## src/pulse_math_pkg.sv

```systemverilog
// Purpose: Constants for the pulse combination and chop math datapath
// Assumes: 16-bit registers at 8-bit addresses, one ADC result per pulse
// Notes: Field positions are bit offsets inside their registers
package pulse_math_pkg;
  localparam int ADDR_W = 8;
  localparam int DATA_W = 16;
  localparam int ADC_W = 14;
  localparam int PULSE_ACC_W = 24;
  localparam int SAMPLE_ACC_W = 32;
  localparam int SLOTS = 2;
  localparam int SLOT_A = 0;
  localparam int SLOT_B = 1;
  localparam int OFS_CHANNELS = 4;

  typedef logic [ADDR_W-1:0] addr_t;
  typedef logic [DATA_W-1:0] word_t;

  ////////////////////////////////////////////////////////////////////////////
  localparam addr_t ADDR_SAMPLE_FREQ = 8'h12;
  localparam addr_t ADDR_SAMPLE_AVG = 8'h15;
  localparam addr_t ADDR_POL_A = 8'h17;
  localparam addr_t ADDR_OFS_A0 = 8'h18;
  localparam addr_t ADDR_POL_B = 8'h1D;
  localparam addr_t ADDR_OFS_B0 = 8'h1E;
  localparam addr_t ADDR_TIMING_A = 8'h31;
  localparam addr_t ADDR_TIMING_B = 8'h36;
  localparam addr_t ADDR_CATHODE = 8'h54;
  localparam addr_t ADDR_MATH = 8'h58;
  localparam addr_t ADDR_OUT_A_LO = 8'h60;
  localparam addr_t ADDR_OUT_A_HI = 8'h61;
  localparam addr_t ADDR_OUT_B_LO = 8'h62;
  localparam addr_t ADDR_OUT_B_HI = 8'h63;
  localparam word_t REG_RESET = 16'h0000;

  ////////////////////////////////////////////////////////////////////////////
  localparam int PCOUNT_LSB = 8;
  localparam int PCOUNT_W = 8;
  localparam int AVG_A_LSB = 4;
  localparam int AVG_B_LSB = 8;
  localparam int AVG_W = 3;
  localparam int POL_W = 4;
  localparam int BIAS_EN_BIT = 7;
  localparam int BIAS_A_LSB = 8;
  localparam int BIAS_B_LSB = 10;
  localparam int BIAS_W = 2;
  localparam int MATH_A12_LSB = 1;
  localparam int MATH_A34_LSB = 8;
  localparam int MATH_B12_LSB = 5;
  localparam int MATH_B34_LSB = 10;
  localparam int MATH_W = 2;
  localparam int MATH_SUB_FIRST_BIT = 1;
  localparam int MATH_SUB_SECOND_BIT = 0;
  localparam int SAMP_IDX_W = 8;
endpackage

```

## src/slot_link_if.sv

```systemverilog
// Purpose: Carries one slot's settings, pulse stream and result
// Assumes: Single clock domain
// Notes: ctrl drives settings and pulses, slot returns results
interface slot_link_if;
  import pulse_math_pkg::*;
  logic [PCOUNT_W-1:0] pulse_count;
  logic [AVG_W-1:0] avg_log2;
  logic [POL_W-1:0] pattern;
  logic [MATH_W-1:0] math12;
  logic [MATH_W-1:0] math34;
  logic [DATA_W-1:0] offset;
  logic pulse_valid;
  logic [ADC_W-1:0] pulse_data;
  logic reversed;
  logic out_valid;
  logic [SAMPLE_ACC_W-1:0] out_data;
  modport ctrl (output pulse_count, avg_log2, pattern, math12, math34, offset, pulse_valid, pulse_data,
                input reversed, out_valid, out_data);
  modport slot (input pulse_count, avg_log2, pattern, math12, math34, offset, pulse_valid, pulse_data,
                output reversed, out_valid, out_data);
endinterface

```

## src/pulse_accumulation_chop_math.sv

```systemverilog
// Purpose: Register file and two slot accumulators for pulse chop math
// Assumes: Pulse results arrive from logic on the same clock
// Notes: Reads answer one cycle after reg_rd with reg_rvalid
module pulse_accumulation_chop_math
  import pulse_math_pkg::*;
(
  input wire logic clk, // System clock, 250 MHz
  input wire logic srst, // Synchronous reset, active high
  input wire pulse_math_pkg::addr_t reg_addr, // Register address
  input wire pulse_math_pkg::word_t reg_wdata, // Write data
  input wire logic reg_wr, // Write strobe
  input wire logic reg_rd, // Read strobe
  output pulse_math_pkg::word_t reg_rdata, // Read data
  output logic reg_rvalid, // Read data valid pulse
  input wire logic pulse_valid, // One ADC pulse result present
  input wire logic pulse_slot, // 0 slot A, 1 slot B
  input wire logic [pulse_math_pkg::ADC_W-1:0] pulse_data, // ADC pulse result
  output logic integ_reversed_a, // Slot A next pulse uses reversed sequence
  output logic integ_reversed_b, // Slot B next pulse uses reversed sequence
  output logic bias_enable, // Photodiode reverse bias applied
  output logic [pulse_math_pkg::BIAS_W-1:0] bias_level_a, // Slot A bias level
  output logic [pulse_math_pkg::BIAS_W-1:0] bias_level_b, // Slot B bias level
  output pulse_math_pkg::word_t sample_freq, // Sample frequency code for timing
  output logic sample_valid_a, // Slot A output sample pulse
  output logic [pulse_math_pkg::SAMPLE_ACC_W-1:0] sample_data_a, // Slot A output sample
  output logic sample_valid_b, // Slot B output sample pulse
  output logic [pulse_math_pkg::SAMPLE_ACC_W-1:0] sample_data_b // Slot B output sample
);
  typedef struct packed {
    word_t sample_freq;
    word_t sample_avg;
    logic [SLOTS-1:0][DATA_W-1:0] pol;
    logic [SLOTS-1:0][OFS_CHANNELS-1:0][DATA_W-1:0] ofs;
    logic [SLOTS-1:0][DATA_W-1:0] timing;
    word_t cathode;
    word_t math;
    logic [SLOTS-1:0][SAMPLE_ACC_W-1:0] last_out;
    word_t rdata;
    logic rvalid;
  } regs_t;

  regs_t st;
  regs_t next_st;
  logic [1:0] ofs_idx_a;
  logic [1:0] ofs_idx_b;
  logic in_ofs_a;
  logic in_ofs_b;
  logic [SLOTS-1:0] slot_valid;
  logic [SLOTS-1:0][SAMPLE_ACC_W-1:0] slot_data;
  logic [SLOTS-1:0] slot_rev;

  ////////////////////////////////////////////////////////////////////////////
  // Offset register windows
  assign in_ofs_a = (reg_addr >= ADDR_OFS_A0) && (reg_addr < ADDR_OFS_A0 + 8'(OFS_CHANNELS));
  assign in_ofs_b = (reg_addr >= ADDR_OFS_B0) && (reg_addr < ADDR_OFS_B0 + 8'(OFS_CHANNELS));
  assign ofs_idx_a = 2'(reg_addr - ADDR_OFS_A0);
  assign ofs_idx_b = 2'(reg_addr - ADDR_OFS_B0);

  always_comb
  begin
    next_st = st;
    next_st.rvalid = reg_rd;
    if (reg_wr)
    begin
      if (in_ofs_a)
        next_st.ofs[SLOT_A][ofs_idx_a] = reg_wdata;
      else if (in_ofs_b)
        next_st.ofs[SLOT_B][ofs_idx_b] = reg_wdata;
      else
      begin
        unique case (reg_addr)
          ADDR_SAMPLE_FREQ: next_st.sample_freq = reg_wdata;
          ADDR_SAMPLE_AVG: next_st.sample_avg = reg_wdata;
          ADDR_POL_A: next_st.pol[SLOT_A] = reg_wdata;
          ADDR_POL_B: next_st.pol[SLOT_B] = reg_wdata;
          ADDR_TIMING_A: next_st.timing[SLOT_A] = reg_wdata;
          ADDR_TIMING_B: next_st.timing[SLOT_B] = reg_wdata;
          ADDR_CATHODE: next_st.cathode = reg_wdata;
          ADDR_MATH: next_st.math = reg_wdata;
          default: next_st.math = st.math;
        endcase
      end
    end
    if (slot_valid[SLOT_A])
      next_st.last_out[SLOT_A] = slot_data[SLOT_A];
    if (slot_valid[SLOT_B])
      next_st.last_out[SLOT_B] = slot_data[SLOT_B];
    if (reg_rd)
    begin
      if (in_ofs_a)
        next_st.rdata = st.ofs[SLOT_A][ofs_idx_a];
      else if (in_ofs_b)
        next_st.rdata = st.ofs[SLOT_B][ofs_idx_b];
      else
      begin
        unique case (reg_addr)
          ADDR_SAMPLE_FREQ: next_st.rdata = st.sample_freq;
          ADDR_SAMPLE_AVG: next_st.rdata = st.sample_avg;
          ADDR_POL_A: next_st.rdata = st.pol[SLOT_A];
          ADDR_POL_B: next_st.rdata = st.pol[SLOT_B];
          ADDR_TIMING_A: next_st.rdata = st.timing[SLOT_A];
          ADDR_TIMING_B: next_st.rdata = st.timing[SLOT_B];
          ADDR_CATHODE: next_st.rdata = st.cathode;
          ADDR_MATH: next_st.rdata = st.math;
          ADDR_OUT_A_LO: next_st.rdata = st.last_out[SLOT_A][DATA_W-1:0];
          ADDR_OUT_A_HI: next_st.rdata = st.last_out[SLOT_A][SAMPLE_ACC_W-1:DATA_W];
          ADDR_OUT_B_LO: next_st.rdata = st.last_out[SLOT_B][DATA_W-1:0];
          ADDR_OUT_B_HI: next_st.rdata = st.last_out[SLOT_B][SAMPLE_ACC_W-1:DATA_W];
          default: next_st.rdata = REG_RESET;
        endcase
      end
    end
  end

  always_ff @(posedge clk)
  begin
    if (srst)
    begin
      st <= '0;
    end
    else
    begin
      st <= next_st;
    end
  end

  ////////////////////////////////////////////////////////////////////////////
  // Register bus answers
  assign reg_rdata = st.rdata;
  assign reg_rvalid = st.rvalid;
  assign sample_freq = st.sample_freq;

  ////////////////////////////////////////////////////////////////////////////
  // Photodiode reverse bias
  assign bias_enable = st.cathode[BIAS_EN_BIT];
  assign bias_level_a = bias_enable ? st.cathode[BIAS_A_LSB +: BIAS_W] : '0;
  assign bias_level_b = bias_enable ? st.cathode[BIAS_B_LSB +: BIAS_W] : '0;

  ////////////////////////////////////////////////////////////////////////////
  // Slot accumulators
  for (genvar s = 0; s < SLOTS; s++)
  begin : g_slot
    slot_link_if link ();
    assign link.pulse_count = st.timing[s][PCOUNT_LSB +: PCOUNT_W];
    assign link.avg_log2 = (s == SLOT_A) ? st.sample_avg[AVG_A_LSB +: AVG_W] :
                           st.sample_avg[AVG_B_LSB +: AVG_W];
    assign link.pattern = st.pol[s][POL_W-1:0];
    assign link.math12 = (s == SLOT_A) ? st.math[MATH_A12_LSB +: MATH_W] : st.math[MATH_B12_LSB +: MATH_W];
    assign link.math34 = (s == SLOT_A) ? st.math[MATH_A34_LSB +: MATH_W] : st.math[MATH_B34_LSB +: MATH_W];
    assign link.offset = st.ofs[s][0];
    assign link.pulse_valid = pulse_valid && (pulse_slot == 1'(s));
    assign link.pulse_data = pulse_data;
    assign slot_valid[s] = link.out_valid;
    assign slot_data[s] = link.out_data;
    assign slot_rev[s] = link.reversed;

    slot_accumulator u_acc (
      .clk(clk),
      .srst(srst),
      .link(link)
    );
  end

  assign integ_reversed_a = slot_rev[SLOT_A];
  assign integ_reversed_b = slot_rev[SLOT_B];
  assign sample_valid_a = slot_valid[SLOT_A];
  assign sample_valid_b = slot_valid[SLOT_B];
  assign sample_data_a = slot_data[SLOT_A];
  assign sample_data_b = slot_data[SLOT_B];
endmodule

```

## src/slot_accumulator.sv

```systemverilog
// Purpose: Combines pulse results into internal samples, then sums samples
// Assumes: One ADC result per pulse_valid cycle
// Notes: Pulse count of zero ignores pulses
module slot_accumulator
  import pulse_math_pkg::*;
(
  input wire logic clk, // System clock
  input wire logic srst, // Synchronous reset, active high
  slot_link_if.slot link // Settings in, results out
);
  typedef struct packed {
    logic [PCOUNT_W-1:0] pulse_idx;
    logic signed [PULSE_ACC_W-1:0] pulse_acc;
    logic [SAMP_IDX_W-1:0] samp_idx;
    logic signed [SAMPLE_ACC_W-1:0] samp_acc;
    logic out_valid;
    logic [SAMPLE_ACC_W-1:0] out_data;
  } acc_state_t;

  acc_state_t st;
  acc_state_t next_st;
  logic [MATH_W-1:0] pair_math;
  logic subtract;
  logic signed [PULSE_ACC_W-1:0] term;
  logic signed [PULSE_ACC_W-1:0] pulse_sum;
  logic signed [SAMPLE_ACC_W-1:0] samp_sum;
  logic [SAMP_IDX_W-1:0] samp_last;

  ////////////////////////////////////////////////////////////////////////////
  // Polarity of the pulse about to be integrated
  assign link.reversed = link.pattern[st.pulse_idx[1:0]];
  assign link.out_valid = st.out_valid;
  assign link.out_data = st.out_data;

  always_comb
  begin
    next_st = st;
    next_st.out_valid = 1'b0;
    pair_math = st.pulse_idx[1] ? link.math34 : link.math12;
    subtract = st.pulse_idx[0] ? pair_math[MATH_SUB_SECOND_BIT] : pair_math[MATH_SUB_FIRST_BIT];
    term = PULSE_ACC_W'(link.pulse_data) - PULSE_ACC_W'(link.offset);
    pulse_sum = subtract ? (st.pulse_acc - term) : (st.pulse_acc + term);
    samp_sum = st.samp_acc + SAMPLE_ACC_W'(pulse_sum);
    samp_last = SAMP_IDX_W'((9'h001 << link.avg_log2) - 9'h001);
    if (link.pulse_valid && (link.pulse_count != '0))
    begin
      if (st.pulse_idx == PCOUNT_W'(link.pulse_count - 8'h01))
      begin
        next_st.pulse_idx = '0;
        next_st.pulse_acc = '0;
        if (st.samp_idx >= samp_last)
        begin
          next_st.samp_idx = '0;
          next_st.samp_acc = '0;
          next_st.out_valid = 1'b1;
          next_st.out_data = samp_sum;
        end
        else
        begin
          next_st.samp_idx = st.samp_idx + 8'h01;
          next_st.samp_acc = samp_sum;
        end
      end
      else
      begin
        next_st.pulse_idx = st.pulse_idx + 8'h01;
        next_st.pulse_acc = pulse_sum;
      end
    end
  end

  always_ff @(posedge clk)
  begin
    if (srst)
      st <= '0;
    else
      st <= next_st;
  end
endmodule

```

## config.mk

```make
export PLATFORM = sky130hd
export DESIGN_NAME = pulse_accumulation_chop_math
export DESIGN_NICKNAME = d
export VERILOG_FILES = /design/src/pulse_math_pkg.sv /design/src/slot_link_if.sv /design/src/pulse_accumulation_chop_math.sv /design/src/slot_accumulator.sv
export SDC_FILE = /design/constraint.sdc
export NUM_CORES = 1
export LEC_CHECK = 0
export BUFFER_PORTS_ARGS = -buffer_cell sky130_fd_sc_hd__buf_2
export CAP_MARGIN = 10
export CORE_UTILIZATION = 38
export CTS_BUF_LIST = sky130_fd_sc_hd__clkbuf_8
export CTS_CLUSTER_SIZE = 40
export DETAILED_ROUTE_END_ITERATION = 7
export PLACE_DENSITY = 0.64
export SLEW_MARGIN = 5
export SYNTH_ARGS = -nofsm -noshare
export SYNTH_HDL_FRONTEND = slang
export SYNTH_HIERARCHICAL = 1
export SYNTH_SLANG_ARGS = --single-unit
```

## constraint.sdc

```tcl
create_clock -name clk -period 8.8 [get_ports clk]
set_clock_uncertainty 0.2 [all_clocks]
set_input_delay 2.2 -clock clk [delete_from_list [all_inputs] [get_ports clk]]
set_output_delay 2.2 -clock clk [all_outputs]
set_load 0.05 [all_outputs]
```

==> results by group <==
Cells and area
  • Most common cell after layout, fill and taps aside: nand2_1
  • Post-route cell area: 35600 um^2
  • Area grow syn2layout: 13.0%
  • Share of layout cells above drive strength 1: 16.0%
  • Commonest non-fill, non-tap cells in the layout: 588 x nand2_1, 545 x dfxtp_1, 393 x a21oi_1
  • Final nets: roughly 4200

Yosys
  • Post-synth ARST share: 0%
  • Dominant cell type by area after synthesis: dfxtp_1
  • Distinct cell type count after synthesis: between 100 and 150
  • Largest cells by area after synthesis: dfxtp_1 35%, nand2_1 7.0%, ha_1 6.8%
  • Flops & latches, synth: roughly 550
  • Register area share after synthesis: about a third
  • Post-synthesis instance area: about 32000 um^2
  • EDFF count, synth: 0
  • Area share of the largest cell type after synthesis: 34.8%
  • Syn Inst Count: 3798
  • Ys flop type: dfxtp_1
  • Synth Area per Inst: 8.30 um^2
  • YS warnings: 6
  • Syn_nets: 4018

Global routing
  • Largest net degree at the start of global routing: between 100 and 150
  • Initial antenna violation count: 6
  • First-pass GRT wire length: between 150000 and 200000 um
  • Congestion Overflow GR: 0
  • Number of global-route vias before repair: 26400
  • Total GRT Usage: about a quarter

Pwr
  • Power Density: 151 nW/um^2
  • Leak pwr: between 10 and 15 nW
  • Worst vdd ir: between 0.1 and 0.15 mV

Drt
  • Final ANT Viol Nets: 0
  • Vias: 28300
  • DR WL/cell: about 20 um
  • DRC Markers: 0
  • Initial DRT Pass Iterations: 8
  • Overall routed net length: approximately 100000 um
  • Drt initial violations: ~2400
  • Vias per inst: 5.56

CTS
  • Clk sinks: 547
  • Max Buffers Root-to-Sink: 3
  • Root Driver: clkbuf_8
  • # hold bufs at CTS: 0
  • CTS tree: done
  • Clk pin slew, worst setup/hold paths: about 0.060 ns
  • H-tree level count: 3
  • Clock Latency Late Sink: 0.71 ns
  • CTS Buf Count: 92

Setup path
  • CP most frequent cell: o21ai_0
  • Slowest-stage cell, CP: fa_1
  • CP Capture Type: flop
  • Worst path arrival time: 8.70 ns
  • Crit path max fanout: 5
  • Largest stage delay on the critical path: 0.38 ns
  • Worst Path Required: 9.19 ns
  • WS Path Type: in -> reg
  • Crit start category: input port

STA
  • Worst slew pin tran: between 1 and 1.5 ns
  • Min Tclk post-route: 8.31 ns
  • Final worst path period share: 94.4%
  • Relative slew slack: 23.4%
  • WHS: 0.249 ns
  • Final hold vios: 0
  • Final slew viol count: 0
  • # setup viols final: 0
  • Achievable clock frequency: 120 MHz

Floorplan
  • DIE HEIGHT: ~290 um
  • Ports: 150
  • Die Area: between 80000 and 90000 um^2
  • Chip Width: 290 um
  • Row count: 105
  • Core area: 82100 um^2
  • Initial Util: 38.4%

Place
  • Global placement routability congestion: 0.962
  • Placed cell areas: ~34000 um^2
  • PortBufs: 149
  • DPL Wire Length: 74800 um

Status
  • Outcome: complete, no violations

Min path
  • HP Class: reg -> reg

Run
  • Maxcap violations: 0
power by group:
part / internal, W / total [W] / switching [W]
clock: 0.00117 / 0.00225 / 0.00108
combinational: 0.000241 / 0.000631 / 0.000390
sequential: 0.00248 / 0.00248 / 0.00000292
state kept, by name, summed over array words and instances (netlist names):
register / cells
g_slot.link.math34: 4
g_slot.u_acc/st: 144
g_slot.link.offset: 32
g_slot.link.pattern: 8
g_slot.link.avg_log2: 6
g_slot.u_acc/link.out_data: 64
g_slot.link.math12: 4
st: 233
g_slot.link.pulse_count: 16
reg_rvalid: 1
bias_enable: 1
reg_rdata: 16
g_slot.u_acc/link.out_valid: 2
sample_freq: 16
stage by stage:
stage / utilization [%] / instances / total power [W] / setup WS (ns) / TNS, ns
after CTS: 43.3 / 5094 / 0.00539 / 0.539 / 0
after detailed placement: 41.1 / 4931 / 0.00316 / -0.186 / -0.963
after global placement: 41.1 / 4931 / 0.00316 / -0.0895 / -0.326
final: 43.4 / 5100 / 0.00537 / 0.489 / 0
after floorplan: - / 3798 / 0.00293 / 0.0212 / 0
after global routing: 43.4 / 5097 / 0.00556 / -0.00315 / -0.00315
final timing paths:
check / start / end / slack (ns) / depth (start not counted)
setup / recovery: pulse_data[0] / g_slot[1].u_acc/st[64] / 0.49 / 32
setup reg to reg: g_slot[1].link.offset[1] / g_slot[1].u_acc/st[64] / 1.65 / 31
hold / removal: st[270] / st[270] / 0.25 / 2
hold reg to reg: st[270] / st[270] / 0.25 / 2
cells in the mapped netlist (20+ instances only):
cell type,n
o21ai_0,107
a21o_1,56
and3_1,20
a21oi_1,393
nand2_1,588
nor2_1,357
xnor2_1,112
dfxtp_1,547
nand3_1,122
a22o_1,60
a31oi_1,23
and2_1,21
nor2b_1,34
buf_2,42
mux2i_1,148
o21a_1,32
inv_1,84
ha_1,170
buf_4,107
mux4_2,34
nand2b_1,25
a22oi_1,66
clkbuf_1,154
xor2_1,74
a211oi_1,33
nor3_1,50
nand4_1,26
layout make-up:
cell class | instances | area [um^2]
Clock inverter | 52 | 264
Clock buffer | 111 | 1530
Timing Repair Buffer | 394 | 2610
Multi-Input combinational cell | 2838 | 18600
Tap cell | 1070 | 1340
Sequential cell | 547 | 11000
Fill cell | 8202 | 46500
Inverter | 84 | 315
Antenna cell | 4 | 10.0
logic make-up after synthesis:
| logic type | after synthesis | share of synthesized area [%] |
|---|---|---|
| fa+ha+maj | 176 | 7.13 |
| xor+xnor | 190 | 5.42 |
| other cells | 2 | 0.0238 |
| buf+inv | 413 | 6.50 |
| flops | 547 | 34.8 |
| simple gates | 1343 | 19.4 |
| compound gates | 935 | 19.3 |
| mux | 192 | 7.49 |
routing by layer:
| layer | GRT usage (%) | wire length [um] |
|---|---|---|
| met1 | 30.8 | 44400 |
| met2 | 37.9 | 46700 |
| met3 | 5.32 | 8050 |
| met4 | 8.82 | 3770 |
| met5 | 0 | 31 |
worst max-delay path, delay by kind of cell:
family | cells | cell delay, ns
and+or+nand+nor | 6 | 1.16
AOI/OAI and AO/OA | 14 | 2.63
buffers and inverters | 2 | 0.16
adders and majority gates | 4 | 1.22
xor gates and xnor gates | 5 | 1.04
muxes | 1 | 0.28
what timing repair did:
item | in CTS | in global routing
buffers inserted | 0 | 2
gates resized for setup | 0 | 3
endpoints found under the setup margin | 0 | 2
No activity file was read; power rests on OpenSTA's default activity.
